==> src/logic/wdrs_params.svh <==
// Constants of the watchdog and reset sequencer: offsets, bit positions, reset values, timings.
// Assumes inclusion by bare name from files under logic/.
`ifndef WDRS_PARAMS_SVH
`define WDRS_PARAMS_SVH

`define WDRS_ADDR_CTRL 8'h00
`define WDRS_ADDR_FLAGS 8'h01
`define WDRS_ADDR_CMP 8'h02

`define WDRS_CTRL_IF 7
`define WDRS_CTRL_IE 6
`define WDRS_CTRL_P3 5
`define WDRS_CTRL_CE 4
`define WDRS_CTRL_RE 3

`define WDRS_FLAG_POR 0
`define WDRS_FLAG_EXT 1
`define WDRS_FLAG_BOD 2
`define WDRS_FLAG_WD 3
`define WDRS_CMP_BG 0

`define WDRS_FLAGS_RESET 4'h1
`define WDRS_UNLOCK_CYCLES 3'h4
`define WDRS_WD_BASE_CYCLES 2048
`define WDRS_WD_MAX_CODE 4'h9

`define WDRS_CLK_PERIOD_NS 50
`define WDRS_BOD_MIN_NS 2000
`define WDRS_BOD_MIN_CYCLES ((`WDRS_BOD_MIN_NS + `WDRS_CLK_PERIOD_NS - 1) / `WDRS_CLK_PERIOD_NS)
`define WDRS_RST_DELAY_US 4100
`define WDRS_RST_DELAY_CYCLES ((`WDRS_RST_DELAY_US * 1000 + `WDRS_CLK_PERIOD_NS - 1) / `WDRS_CLK_PERIOD_NS)

`endif

==> src/logic/wdrs_pkg.sv <==
// Types of the watchdog and reset sequencer.
// Assumes wdrs_params.svh supplies every number.
`default_nettype none

package wdrs_pkg;

   typedef struct packed {
      logic irqFlag;
      logic irqEn;
      logic resetEn;
      logic [3:0] prescale;
      logic [2:0] unlockCnt;
      logic [3:0] rstFlags;
      logic cmpBandgapSel;
      logic [2:0] oscSync;
      logic [20:0] wdCount;
      logic [5:0] bodCnt;
      logic [19:0] delayCnt;
      logic delayBusy;
      logic wdPulse;
      logic bandgapEn;
      logic [7:0] rdata;
   } wdrs_state_t;

endpackage : wdrs_pkg

`default_nettype wire

==> src/logic/wdrs_watchdog_and_reset_sequencer.sv <==
// Watchdog timer and system reset sequencer, one clock domain at 20 MHz.
// Assumes the watchdog oscillator arrives as a plain level on wdOscClk and is sampled here.
// Function
// - Low supply resets at once, then delay
// - Long external pin low resets without clock
// - Disable fuse makes external pin ignored
// - Brown-out resets, releases after delay time-out
// - Brown-out glitches below minimum duration ignored
// - Watchdog reset is one-cycle pulse, then delay
// - Bandgap on for brown-out, comparator, converter
// - Watchdog counts the separate oscillator
// - Restart clears counter; missed restart acts
// - Interrupt mode raises wake-capable interrupt
// - Reset mode resets on expiry
// - Combined mode: interrupt first, then reset
// - Always-on fuse forces reset mode bits
// - Protected changes accepted only in window
// - Watchdog keeps counting in every sleep mode
// - Periods selectable from 16ms to 8s
// - Watchdog stays enabled after watchdog reset
// - Reset flag forces reset-enable high
// - Change-enable clears four cycles after set
// - Prescale code n up to 9 selects 2048 shl n
// - Vector service clears flag, combined clears enable
`timescale 1ns/1ps
`include "wdrs_params.svh"
`default_nettype none

module wdrs_watchdog_and_reset_sequencer #(
   parameter int unsigned DelayCycles = `WDRS_RST_DELAY_CYCLES
) (
   input wire logic clk,
   input wire logic rst_b,
   input wire logic porLow,
   input wire logic extResetPin_b,
   input wire logic extResetDisableFuse,
   input wire logic brownoutEnable,
   input wire logic brownoutLow,
   input wire logic watchdogAlwaysOnFuse,
   input wire logic adcEnable,
   input wire logic wdOscClk,
   input wire logic wdRestart,
   input wire logic irqAck,
   input wire logic [7:0] addr,
   input wire logic [7:0] wdata,
   input wire logic wr,
   input wire logic rd,
   output logic [7:0] rdata,
   output logic sysReset,
   output logic wdIrq,
   output logic bandgapEnable
);

   localparam logic [5:0] BodMin = 6'(`WDRS_BOD_MIN_CYCLES);
   localparam logic [19:0] DelayLast = 20'(DelayCycles - 1);

   wdrs_pkg::wdrs_state_t s_q;
   wdrs_pkg::wdrs_state_t s_d;

   logic tick;
   logic bodTrip;
   logic extTrip;
   logic srcActive;
   logic effRe;
   logic effIe;
   logic running;
   logic expire;
   logic resetReq;
   logic ctrlWr;
   logic [3:0] code;
   logic [20:0] limit;

   always_comb begin
      s_d = s_q;
      // A rising oscillator edge is seen only after two sampling stages.
      s_d.oscSync = {s_q.oscSync[1:0], wdOscClk};
      tick = s_q.oscSync[1] & ~s_q.oscSync[2];

      // Brown-out low must persist before it counts as a reset source.
      if (brownoutEnable && brownoutLow) begin
         if (s_q.bodCnt < BodMin) begin
            s_d.bodCnt = s_q.bodCnt + 6'h01;
         end
      end else begin
         s_d.bodCnt = 6'h00;
      end
      bodTrip = brownoutEnable & brownoutLow & (s_q.bodCnt >= BodMin);
      extTrip = ~extResetPin_b & ~extResetDisableFuse;
      srcActive = porLow | extTrip | bodTrip | s_q.wdPulse;
      sysReset = srcActive | s_q.delayBusy;

      effRe = watchdogAlwaysOnFuse | s_q.resetEn | s_q.rstFlags[`WDRS_FLAG_WD];
      effIe = s_q.irqEn & ~watchdogAlwaysOnFuse;
      running = effRe | effIe;
      // Reserved prescale codes fall back to the longest period.
      code = (s_q.prescale > `WDRS_WD_MAX_CODE) ? `WDRS_WD_MAX_CODE : s_q.prescale;
      limit = 21'(`WDRS_WD_BASE_CYCLES) << code;
      // The comparison is >= so a switch to a shorter period expires on the next oscillator tick.
      expire = running & tick & ~sysReset & (s_q.wdCount >= limit - 21'h00_0001);
      // No sleep input exists: counting never pauses while enabled.
      if (wdRestart || !running || expire || sysReset) begin
         s_d.wdCount = 21'h00_0000;
      end else if (tick) begin
         s_d.wdCount = s_q.wdCount + 21'h00_0001;
      end
      // A pending interrupt at expiry in combined mode means the handler never ran.
      resetReq = expire & effRe & (~effIe | s_q.irqFlag);
      s_d.wdPulse = resetReq;

      if (srcActive) begin
         s_d.delayCnt = 20'h0_0000;
         s_d.delayBusy = 1'b1;
      end else if (s_q.delayBusy) begin
         s_d.delayCnt = s_q.delayCnt + 20'h0_0001;
         s_d.delayBusy = (s_q.delayCnt != DelayLast);
      end

      if (porLow) begin
         s_d.rstFlags = `WDRS_FLAGS_RESET;
      end else begin
         if (wr && addr == `WDRS_ADDR_FLAGS) begin
            s_d.rstFlags = s_q.rstFlags & wdata[3:0];
         end
         s_d.rstFlags[`WDRS_FLAG_EXT] = s_d.rstFlags[`WDRS_FLAG_EXT] | extTrip;
         s_d.rstFlags[`WDRS_FLAG_BOD] = s_d.rstFlags[`WDRS_FLAG_BOD] | bodTrip;
         s_d.rstFlags[`WDRS_FLAG_WD] = s_d.rstFlags[`WDRS_FLAG_WD] | resetReq;
      end

      ctrlWr = wr & (addr == `WDRS_ADDR_CTRL);
      if (sysReset) begin
         s_d.irqFlag = 1'b0;
         s_d.irqEn = 1'b0;
         s_d.resetEn = 1'b0;
         s_d.prescale = 4'h0;
         s_d.unlockCnt = 3'h0;
         s_d.cmpBandgapSel = 1'b0;
      end else begin
         if (s_q.unlockCnt != 3'h0) begin
            s_d.unlockCnt = s_q.unlockCnt - 3'h1;
         end
         if (ctrlWr) begin
            s_d.irqEn = wdata[`WDRS_CTRL_IE];
            if (wdata[`WDRS_CTRL_CE] && wdata[`WDRS_CTRL_RE]) begin
               s_d.unlockCnt = `WDRS_UNLOCK_CYCLES;
               s_d.resetEn = 1'b1;
            end else if (s_q.unlockCnt != 3'h0 && !wdata[`WDRS_CTRL_CE]) begin
               s_d.resetEn = wdata[`WDRS_CTRL_RE];
               s_d.prescale = {wdata[`WDRS_CTRL_P3], wdata[2:0]};
               s_d.unlockCnt = 3'h0;
            end else begin
               s_d.resetEn = s_q.resetEn | wdata[`WDRS_CTRL_RE];
            end
            if (wdata[`WDRS_CTRL_IF]) begin
               s_d.irqFlag = 1'b0;
            end
         end
         if (irqAck) begin
            s_d.irqFlag = 1'b0;
            if (effRe && s_q.irqEn) begin
               s_d.irqEn = 1'b0;
            end
         end
         // A time-out in the clearing cycle still lands.
         s_d.irqFlag = s_d.irqFlag | (expire & effIe);
         if (wr && addr == `WDRS_ADDR_CMP) begin
            s_d.cmpBandgapSel = wdata[`WDRS_CMP_BG];
         end
      end
      s_d.bandgapEn = brownoutEnable | s_q.cmpBandgapSel | adcEnable;

      s_d.rdata = 8'h00;
      if (rd) begin
         unique case (addr)
            `WDRS_ADDR_CTRL: s_d.rdata = {s_q.irqFlag, effIe, s_q.prescale[3], s_q.unlockCnt != 3'h0,
                                           effRe, s_q.prescale[2:0]};
            `WDRS_ADDR_FLAGS: s_d.rdata = {4'h0, s_q.rstFlags};
            `WDRS_ADDR_CMP: s_d.rdata = {7'h00, s_q.cmpBandgapSel};
            default: s_d.rdata = 8'h00;
         endcase
      end
   end

   always_ff @(posedge clk or negedge rst_b) begin
      if (!rst_b) begin
         s_q <= '0;
         s_q.rstFlags <= `WDRS_FLAGS_RESET;
         s_q.delayBusy <= 1'b1;
      end else begin
         s_q <= s_d;
      end
   end

   assign rdata = s_q.rdata;
   assign wdIrq = s_q.irqFlag & effIe;
   assign bandgapEnable = s_q.bandgapEn;
endmodule : wdrs_watchdog_and_reset_sequencer

`default_nettype wire

==> config.mk <==
export PLATFORM = sky130hd
export DESIGN_NAME = wdrs_watchdog_and_reset_sequencer
export DESIGN_NICKNAME = d
export VERILOG_FILES = /design/src/logic/wdrs_pkg.sv /design/src/logic/wdrs_watchdog_and_reset_sequencer.sv
export VERILOG_INCLUDE_DIRS = /design/src /design/src/logic
export SDC_FILE = /design/constraint.sdc
export NUM_CORES = 1
export LEC_CHECK = 0
export ABC_AREA = 1
export CORE_MARGIN = 2
export CORE_UTILIZATION = 55
export CTS_BUF_LIST = sky130_fd_sc_hd__clkbuf_8
export DETAILED_ROUTE_END_ITERATION = 8
export DONT_BUFFER_PORTS = 1
export PLACE_DENSITY = 0.7
export SLEW_MARGIN = 25
export SYNTH_ARGS = -nofsm -noshare
export SYNTH_HDL_FRONTEND = slang
export SYNTH_SLANG_ARGS = --single-unit
==> constraint.sdc <==
create_clock -name clk -period 4.5 [get_ports clk]
set_input_delay 0 -clock clk [delete_from_list [all_inputs] [get_ports clk]]
set_output_delay 0 -clock clk [all_outputs]
set_load 0.02 [all_outputs]
==> results of run 1 <==
## what timing repair did
| item | 4_1_cts | 5_1_grt |
|---|---|---|
| hold endpoints to repair | 113 | 0 |
| endpoints found under the setup margin | 0 | 0 |
| hold buffers | 31 | 0 |
## cell usage after synthesis (4+ instances only)
cell and n:
inv_1 67, nor3_2 4, nor2_2 5, xor2_1 14, nand3_1 34, a21oi_1 34
nor2_1 86, xnor2_1 5, nand4_1 4, o21ai_0 22, nand2_1 108, nand2_2 4
dfrtp_1 74, nor3_1 17, buf_6 5, buf_4 9, ha_1 17
## tightest hold or removal path: stages
cell     delay (ns)
nor2_2         0.03
nand2_2        0.09
nor3_4         0.06
nand2_1        0.16
nor2_1         0.06
## where the power goes
part	leakage [nW]	internal, W	switching (W)
Sequential	1.04	0.000687	0.00000418
Combinational	0.985	0.0000241	0.0000377
Clock	0.0829	0.000206	0.000280
Total	2.11	0.000918	0.000322
## worst max-delay path by stage
| stage | slack [ns] | end | start | cells after the start |
|---|---|---|---|---|
| finish | 1.59 | s_q[40]$_DFFE_PN0P_ | s_q[71]$_DFFE_PN0P_ | 15 |
| global route | 1.20 | s_q[40]$_DFFE_PN0P_ | s_q[70]$_DFFE_PN0P_ | 15 |
| CTS | 1.62 | s_q[40]$_DFFE_PN0P_ | s_q[70]$_DFFE_PN0P_ | 15 |
| detailed placement | 1.64 | s_q[40]$_DFFE_PN0P_ | s_q[71]$_DFFE_PN0P_ | 15 |
| global placement | 1.85 | s_q[54]$_DFFE_PN0P_ | s_q[71]$_DFFE_PN0P_ | 15 |
| floorplan | 2.10 | s_q[53]$_DFFE_PN0P_ | s_q[70]$_DFFE_PN0P_ | 17 |
## registers in the layout (all words and copies together) (netlist names)
signal         flops
bandgapEnable      1
s_d                2
s_q               65
rdata              8
## final cells by class
| type | instances | share of cell area |
|---|---|---|
| clock inverters | 7 | 0.0120 |
| well taps | 102 | 0.0266 |
| repair buffers | 31 | 0.0684 |
| flip-flops and latches | 76 | 0.397 |
| clock buffers | 9 | 0.0258 |
| inverters | 70 | 0.0548 |
| multi-input cells | 382 | 0.415 |
## logic make-up (layout without fill, tap and decap cells)
kind of cell | Yosys count | after routing | synth area share
AO/OA/AOI/OAI | 75 | 75 | 0.0993
flip-flops | 76 | 76 | 0.445
other | 1 | 1 | 0.000876
buffers and inverters | 85 | 117 | 0.0911
AND/OR/NAND/NOR | 270 | 270 | 0.275
XOR/XNOR | 19 | 19 | 0.0389
adder cells (fa/ha/maj) | 17 | 17 | 0.0497
## layer usage
metal	track usage	vias up	share of wire
li1	-	1802	-
met1	0.315	1659	0.46
met2	0.389	101	0.47
met3	0.0452	18	0.051
met4	0.103	0	0.021
met5	0	-	0
## stage by stage
stage / hold slack, ns / utilization / instances
after floorplan: -0.296 / - / 543
after global placement: -0.294 / 0.560 / 630
after detailed placement: -0.293 / 0.560 / 630
after CTS: 0.0244 / 0.627 / 677
after global routing: 0.0597 / 0.627 / 677
final: 0.0583 / 0.627 / 677
==> results.py, run 1 <==
metrics = {
    "worst_setup_path": {
        "worstPathArrival_ns": 3.13,
        "cp.required_ns": 4.72,
        "rrSetupSlack_ns": 1.59,
        "critPathTopFamily": "simple AND/OR/NAND/NOR gates",
        "timing.rr.end": "s_q[40]$_DFFE_PN0P_",
        "crit_path_start_kind": "flip-flop",
        "path_buf_inv": 1,
        "max_stage_delay_ns": 0.46,
        "path_max_fanout": 21,
        "crit_chain": "nor4_1 > inv_1 > ha_1 > nand3_1 > xnor2_1 > ha_1 > nand2_1 > nor2_1 > nand2_1 > nor2_1 > nor2_1 > nand2_1 > nand2_1 > nand2_2 > nor2_1",
        "r2r-start": "s_q[71]$_DFFE_PN0P_",
        "crit_path_end_kind": "flip-flop",
        "path_class": "reg -> reg",
        "reg2reg_depth": 15,
        "crit_path_top_delay_cell": "dfrtp_1",
    },
    "route": {
        "viasPerCell": 5.29,
        "ant_nets": 0,
        "vias": 3580,
        "drc": 0,
        "wire_per_inst_um": 13.6,
        "drtIter0Drc": 167,
        "routed_wirelength_um": 9190,
        "drt_pass1_iterations": 5,
    },
    "synth": {
        "yosysTopAreaCellShare": 0.432,
        "postSynthAreaPerCell_um2": 7.89,
        "yosys-top-cells-area": "dfrtp_1 43%, nand2_1 9.5%, nor2_1 7.5%",
        "synthDistinctLibCells": 38,
        "ys_warn_count": 0,
        "syn_inst": 543,
        "syn_nets": 590,
        "ys_seq_area_frac": 0.445,
        "yosys.area.top_type": "dfrtp_1",
        "synth-edff-count": 0,
        "ys.flop_type": "dfrtp_1",
        "synthArstFlopShare": 1.00,
        "synth_seq_cells": 76,
        "synthesis.area_um2": 4280,
    },
    "place": {
        "portBuffers": 0,
        "hpwl_um": 6490,
        "place_ws_ns": 1.64,
        "dpl-instance-area_um2": 4280,
        "gp_congestion": 0.874,
    },
    "final_layout": {
        "regArea_um2": 1900,
        "final_cell_mix": "108 x nand2_1, 86 x nor2_1, 74 x dfrtp_1, 67 x inv_1",
        "multi_input_area_um2": 1990,
        "drive_gt1_frac": 0.0748,
        "nNetsFinal": 617,
        "syn_to_final_growth_pct": 11.9,
        "final_common_cell": "nand2_1",
        "n_antenna_cell": 0,
        "fill_cells": 647,
        "design_area_um2": 4790,
    },
    "floorplanning": {
        "io_pins": 41,
        "start_util": 0.560,
        "chipWidth_um": 92.2,
        "die_area_um2": 8510,
        "coreArea_um2": 7650,
        "std_cell_rows": 32,
        "die_h_um": 92.2,
    },
    "pwr": {
        "worst_ir_drop_vdd_v": 0.000133,
        "p_leak_nw": 2.11,
        "power.total_w": 0.00124,
        "power_density_nw_per_um2": 259,
    },
    "clocking": {
        "post_cts.repair.setup_buffers": 0,
        "cts_resized": 0,
        "numClockSinks": 76,
        "clkTransAtPathRegs_ns": 0.09,
        "root_buffer": "clkbuf_8",
        "ctsHtreeMaxLevel": 3,
        "cts_tree": "done",
        "cts_inserted_buffers": 9,
        "clock_path_buffers": 2,
        "clk_latency_ns": 0.36,
    },
    "global_route": {
        "grt_start_max_net_pins": 77,
        "grtUsageTotal": 0.240,
        "grt_pass1_vias": 3560,
        "grt_pass1_wl_um": 16200,
        "grt_antenna_before_repair": 0,
        "grt_overflow": 0,
    },
    "sta": {
        "skew_ns": 0.0141,
        "rsz0062_at_grt": "no",
        "slew_violations": 0,
        "fin_crit_ns": 2.91,
        "setup_viol": 0,
        "fmax_mhz": 343,
        "hold_viol": 0,
        "setup_tns_ns": 0,
        "period_share": 0.647,
        "finalWorstSetupSlack_ns": 1.59,
    },
    "hold_path": {
        "min_to": "rdata[4]$_DFF_PN0_",
        "worstHoldStart": "addr[3]",
        "hold_depth": 5,
        "min_path_type": "in -> reg",
    },
    "run_status": {
        "status": "finished, final reports clean",
    },
    "job": {
        "max-cap-violations": 0,
    },
}
Power figures use the tool's default switching activity.
==> run 2: changes to the inputs <==
- ABC_AREA: 1 -> 0
- clock period: 4.5 -> 2.8 ns (I/O delays scaled with it)
==> run 2 against run 1 <==
- the run now ends with setup timing left
- die area shrank 3.5%
- worst hold slack got worse by 0.045 ns
- utilization up 6.1 points
- non-clock buffer count is 23 higher
- sequential power up 61%
- final cell count decreased by 16%
- register-to-register slack worse by 1.6 ns
- wire length increased by 2.9%
- synthesized area down 3.7%
- global-route usage up 0.27 points
- power rose by 68%
- first-iteration DRC count shrank 8.4%
- critical endpoint is now s_q[65]$_DFF_PN0_
- highest routed layer unchanged
==> results.py, run 2 <==
metrics = {
    "run_status": {
        "status": "finished with violations",
        "failed_checks": "setup timing",
    },
    "sta": {
        "holdWs_ns": 0.0137,
        "fin_crit_ns": 2.84,
        "finalWorstSetupSlack_ns": -0.0430,
        "setup_viol": 1,
        "slew-limit-headroom": 0.557,
        "worst_pin_slew_ns": 0.659,
        "hold_viol": 0,
        "fmax_mhz": 352,
        "slew_violations": 0,
        "setup_tns_ns": -0.0430,
        "period_share": 1.02,
        "skew_ns": 0.00991,
        "rsz0062_at_grt": "yes",
    },
    "clocking": {
        "clk_latency_ns": 0.36,
        "root_buffer": "clkbuf_8",
        "clkTransAtPathRegs_ns": 0.09,
        "cts_tree": "done",
        "clock_path_buffers": 2,
        "numClockSinks": 76,
        "cts_inserted_buffers": 9,
        "ctsHtreeMaxLevel": 3,
    },
    "floorplanning": {
        "chipWidth_um": 90.6,
        "die_h_um": 90.6,
        "coreArea_um2": 7250,
        "io_pins": 41,
        "die_area_um2": 8210,
        "start_util": 0.569,
        "std_cell_rows": 31,
    },
    "synth": {
        "syn_inst": 423,
        "synth_seq_cells": 76,
        "yosysTopAreaCellShare": 0.449,
        "syn_nets": 470,
        "ys_seq_area_frac": 0.461,
        "ys_warn_count": 0,
        "synthesis.area_um2": 4130,
        "yosys.area.top_type": "dfrtp_1",
        "synthArstFlopShare": 1.00,
        "postSynthAreaPerCell_um2": 9.76,
        "synth-edff-count": 0,
        "yosys-top-cells-area": "dfrtp_1 45%, xor2_1 5.9%, nor2_1 5.5%",
        "synth_commonest_cells": "74 x dfrtp_1, 60 x nor2_1, 29 x nand2_1",
        "synthDistinctLibCells": 61,
        "ys.flop_type": "dfrtp_1",
        "yosysMostFrequentCell": "dfrtp_1",
    },
    "worst_setup_path": {
        "timing.rr.end": "s_q[65]$_DFF_PN0_",
        "cp.required_ns": 3.05,
        "path_class": "reg -> reg",
        "reg2reg_depth": 11,
        "path_max_fanout": 3,
        "crit_path_start_kind": "flip-flop",
        "rrSetupSlack_ns": -0.04,
        "worstPathArrival_ns": 3.10,
        "crit_path_end_kind": "flip-flop",
        "r2r-start": "s_q[69]$_DFFE_PN0P_",
    },
    "final_layout": {
        "final_cell_mix": "74 x dfrtp_1, 57 x nor2_1, 32 x dlygate4sd3_1, 29 x nand2_1, 28 x xor2_1",
        "design_area_um2": 4980,
        "syn_to_final_growth_pct": 20.8,
        "drive_gt1_frac": 0.159,
        "nNetsFinal": 515,
        "largest_reg_flops": 65,
        "top_register": "s_q",
        "n_antenna_cell": 0,
        "final_common_cell": "dfrtp_1",
        "fin_cells": 572,
    },
    "global_route": {
        "grtUsageTotal": 0.243,
        "grt_pass1_vias": 3324,
        "grt_pass1_wl_um": 16100,
        "grt_antenna_before_repair": 0,
        "grt_overflow": 0,
        "grt_start_max_net_pins": 77,
    },
    "place": {
        "dp.cells": 518,
        "portBuffers": 0,
        "hpwl_um": 5870,
        "place_ws_ns": -0.284,
        "gp_congestion": 0.821,
        "dpl-instance-area_um2": 4270,
    },
    "route": {
        "drtIter0Drc": 153,
        "routed_wirelength_um": 9450,
        "wire_per_inst_um": 16.5,
        "drc": 0,
        "drt_pass1_iterations": 4,
        "viasPerCell": 5.90,
        "ant_nets": 0,
        "vias": 3375,
    },
    "job": {
        "max-cap-violations": 0,
    },
    "pwr": {
        "worst_ir_drop_vdd_v": 0.000298,
        "power_density_nw_per_um2": 418,
        "p_leak_nw": 2.05,
    },
    "hold_path": {
        "hold_depth": 3,
        "min_to": "s_q[25]$_DFFE_PN0N_",
        "min_path_type": "in -> reg",
        "worstHoldStart": "porLow",
    },
}
## run 2: changes by cell type after synthesis, moves of 14 or more
cell	before	now
inv_1	67	10
nand2_1	108	29
a21oi_1	34	20
xor2_1	14	28
nand3_1	34	17
nor2_1	86	60
## run 2: worst max-delay path: stages, from the launching register on
cell and delay (ns):
dfrtp_1 0.40, or2_4 0.26, nand2b_4 0.15, ha_4 0.17
buf_4 0.14, xor2_1 0.16, ha_1 0.28, nand4_1 0.17
o221ai_1 0.34, nand2_1 0.18, and2_4 0.19, o41ai_2 0.30
## run 2: kinds of logic after synthesis
logic type / count (synthesis) / share of synthesized area
xor gates and xnor gates: 38 / 0.0807
and+or+nand+nor: 182 / 0.226
other: 1 / 0.000909
DFF: 76 / 0.461
AOI/OAI and AO/OA: 72 / 0.122
muxes: 7 / 0.0170
adders and majority gates: 17 / 0.0515
buffers and inverters: 30 / 0.0403
## run 2: routing by layer
layer,GRT usage,up-vias,share of wire
met5,0,-,0
met1,0.322,1647,0.45
met4,0.103,0,0.023
met2,0.382,107,0.47
met3,0.0568,23,0.057
li1,-,1598,-
## run 2: worst max-delay path by stage
stage | start | end | slack, ns | depth (start not counted)
2_1_floorplan | s_q[70]$_DFFE_PN0P_ | s_q[48]$_DFFE_PN0P_ | 0.004 | 12
3_3_place_gp | s_q[70]$_DFFE_PN0P_ | s_q[41]$_DFFE_PN0P_ | -0.18 | 12
3_5_place_dp | s_q[70]$_DFFE_PN0P_ | s_q[49]$_DFFE_PN0P_ | -0.28 | 12
4_1_cts | s_q[70]$_DFFE_PN0P_ | s_q[50]$_DFFE_PN0P_ | 0.002 | 11
5_1_grt | s_q[69]$_DFFE_PN0P_ | s_q[65]$_DFF_PN0_ | -0.14 | 11
6_report | s_q[69]$_DFFE_PN0P_ | s_q[65]$_DFF_PN0_ | -0.04 | 11
## run 2: what timing repair did
action                                 4_1_cts  5_1_grt
hold buffers                                33        0
setup buffers                                2        3
pin swaps                                   11        4
setup endpoints to repair                   22       24
endpoints found under the hold margin      109        0
resized for setup                           10       11
## run 2: final cells by class
type	count	area (µm²)
Clock inverter	7	76.3
Inverter	10	37.5
Tap cell	99	124
Clock buffer	9	124
Timing Repair Buffer	54	538
Multi-Input combinational cell	317	2180
Sequential cell	76	1900
Fill cell	514	2270
## run 2: metrics by stage
stage / power (W) / utilization
3_3_place_gp: 0.00118 / 0.589
5_1_grt: 0.00216 / 0.687
3_5_place_dp: 0.00119 / 0.589
2_1_floorplan: 0.00117 / -
6_report: 0.00208 / 0.687
4_1_cts: 0.00210 / 0.675
## run 2: where the power goes
part	total (W)	switching [W]	internal, W
clock network	0.000857	0.000441	0.000416
logic	0.000116	0.0000663	0.0000493
registers	0.00111	0.00000665	0.00110
total	0.00208	0.000514	0.00157
==> run 3: changes to the inputs <==
- CAP_MARGIN: default -> 20
- RECOVER_POWER: default -> 50
==> run 3 against run 2 <==
- the run ends with capacitance limit, slew limit, setup timing left
- via count down 0.39%
- die area unchanged
- first-iteration DRC count fell by 9.8%
- sequential power is essentially flat
- flip-flop and latch count unchanged
- fmax is 0.12% higher
- wire length barely moved
- combinational power fell by 4%
- final cell count is the same
- critical path type unchanged
- critical endpoint unchanged
- largest power group unchanged
==> results.py, run 3 (synthesis gave the netlist of run 2 again) <==
metrics = {
    "pwr": {
        "power_density_nw_per_um2": 418,
        "worst_ir_drop_vdd_v": 0.000296,
        "clkPwrFrac": 0.411,
        "power.total_w": 0.00208,
        "internal_power_w": 0.00157,
        "combPwrFrac": 0.054,
        "p_switching_w": 0.000509,
        "p_seq_frac": 0.535,
        "swShare": 0.245,
        "p_leak_nw": 2.04,
    },
    "sta": {
        "fin_crit_ns": 2.84,
        "rsz0062_at_grt": "yes",
        "worst_pin_slew_ns": 1.86,
        "skew_ns": 0.00970,
        "period_share": 1.01,
        "fmax_mhz": 352,
        "slew_violations": 77,
        "setup_viol": 2,
        "hold_viol": 0,
        "finalWorstSetupSlack_ns": -0.0396,
        "slew-limit-headroom": -0.243,
        "setup_tns_ns": -0.0452,
    },
    "floorplanning": {
        "die_h_um": 90.6,
        "start_util": 0.569,
        "io_pins": 41,
        "std_cell_rows": 31,
        "coreArea_um2": 7250,
        "die_area_um2": 8210,
        "chipWidth_um": 90.6,
    },
    "clocking": {
        "root_buffer": "clkbuf_8",
        "numClockSinks": 76,
        "cts_inserted_buffers": 9,
        "clkTransAtPathRegs_ns": 0.09,
        "clk_latency_ns": 0.35,
        "clock_path_buffers": 2,
        "cts_tree": "done",
        "ctsHtreeMaxLevel": 3,
    },
    "worst_setup_path": {
        "timing.rr.end": "s_q[65]$_DFF_PN0_",
        "path_max_fanout": 3,
        "cp.required_ns": 3.06,
        "r2r-start": "s_q[69]$_DFFE_PN0P_",
        "path_class": "reg -> reg",
        "crit_path_start_kind": "flip-flop",
        "startpoint": "s_q[69]$_DFFE_PN0P_",
        "reg2reg_depth": 11,
        "crit_path_top_delay_cell": "dfrtp_1",
        "crit_path_end_kind": "flip-flop",
        "rrSetupSlack_ns": -0.04,
        "crit_chain": "or2_4 > nand2b_4 > ha_4 > buf_4 > xor2_1 > ha_1 > nand4_1 > o221ai_1 > nand2_1 > and2_4 > o41ai_2",
        "max_stage_delay_ns": 0.41,
        "worstPathArrival_ns": 3.10,
    },
    "final_layout": {
        "largest_reg_flops": 65,
        "top_register": "s_q",
        "n_antenna_cell": 0,
        "final_common_cell": "dfrtp_1",
        "final_cell_mix": "74 x dfrtp_1, 57 x nor2_1, 32 x dlygate4sd3_1, 29 x nand2_1, 28 x xor2_1",
        "nNetsFinal": 515,
        "syn_to_final_growth_pct": 20.3,
        "finish.utilization": 0.684,
        "drive_gt1_frac": 0.159,
    },
    "place": {
        "place_ws_ns": -0.284,
        "gp_congestion": 0.821,
        "hpwl_um": 5870,
        "portBuffers": 0,
    },
    "hold_path": {
        "hold_depth": 3,
        "min_path_type": "in -> reg",
        "worstHoldStart": "porLow",
        "min_to": "s_q[25]$_DFFE_PN0N_",
    },
    "route": {
        "drt_pass1_iterations": 4,
        "viasPerCell": 5.88,
        "vias": 3362,
        "routed_wirelength_um": 9460,
        "wire_per_inst_um": 16.5,
        "drc": 0,
        "drtIter0Drc": 138,
        "ant_nets": 0,
    },
    "run_status": {
        "status": "finished with violations",
        "failed_checks": "capacitance limit, slew limit, setup timing",
    },
    "job": {
        "max-cap-violations": 1,
    },
    "global_route": {
        "grt_start_max_net_pins": 77,
        "grt_pass1_wl_um": 16100,
        "grt_antenna_before_repair": 0,
        "grt_overflow": 0,
        "grtUsageTotal": 0.243,
        "grt_pass1_vias": 3324,
    },
}
==> run 3: repair_timing <==
action | CTS | global route
hold endpoints to repair | 109 | 0
hold buffers | 33 | 0
setup buffers | 2 | 3
gates resized for setup | 10 | 11
endpoints found under the setup margin | 22 | 24
pin swaps | 11 | 4
==> run 3: worst max-delay path by stage <==
stage | end | slack [ns] | depth (start not counted)
global placement | s_q[41]$_DFFE_PN0P_ | -0.18 | 12
finish | s_q[65]$_DFF_PN0_ | -0.04 | 11
global route | s_q[65]$_DFF_PN0_ | -0.14 | 11
floorplan | s_q[48]$_DFFE_PN0P_ | 0.004 | 12
detailed placement | s_q[49]$_DFFE_PN0P_ | -0.28 | 12
CTS | s_q[50]$_DFFE_PN0P_ | 0.002 | 11
==> run 3: cell type report <==
type | instances | area, µm²
clock buffer | 9 | 124
clock inverter | 7 | 76.3
fill | 517 | 2290
inverter | 10 | 37.5
multi-input combinational | 317 | 2180
sequential | 76 | 1900
tap | 99 | 124
timing repair buffer | 54 | 515
==> run 3: per-layer routing <==
layer	vias to the layer above	global-route usage	wire length [µm]
li1	1597	-	-
met1	1631	0.322	4250
met2	108	0.382	4460
met3	26	0.0568	509
met4	0	0.103	243
met5	-	0	0
==> run 3: power by group through the flow <==
stage	combinational (W)	sequential, W	clock, W
6_report	0.000111	0.00111	0.000853
5_1_grt	0.000124	0.00111	0.000924
4_1_cts	0.000115	0.00111	0.000874
3_5_place_dp	0.0000526	0.00113	0
3_3_place_gp	0.0000517	0.00113	0
2_1_floorplan	0.0000417	0.00113	0
==> run 3: worst max-delay path, delay by kind of cell (launching register included) <==
kind / cells / cell delay, ns
adder cells (fa/ha/maj): 2 / 0.45
flip-flops: 1 / 0.41
AO/OA/AOI/OAI: 2 / 0.63
buffers and inverters: 1 / 0.14
XOR/XNOR: 1 / 0.16
AND/OR/NAND/NOR: 5 / 0.95
==> run 3: stage by stage <==
step                instance area [µm²]  hold slack, ns  instances
finish                             4960          0.0160        572
detailed placement                 4270          -0.294        518
global route                       4960          0.0352        572
global placement                   4270          -0.294        518
floorplan                          4150          -0.296        423
CTS                                4890          0.0115        569
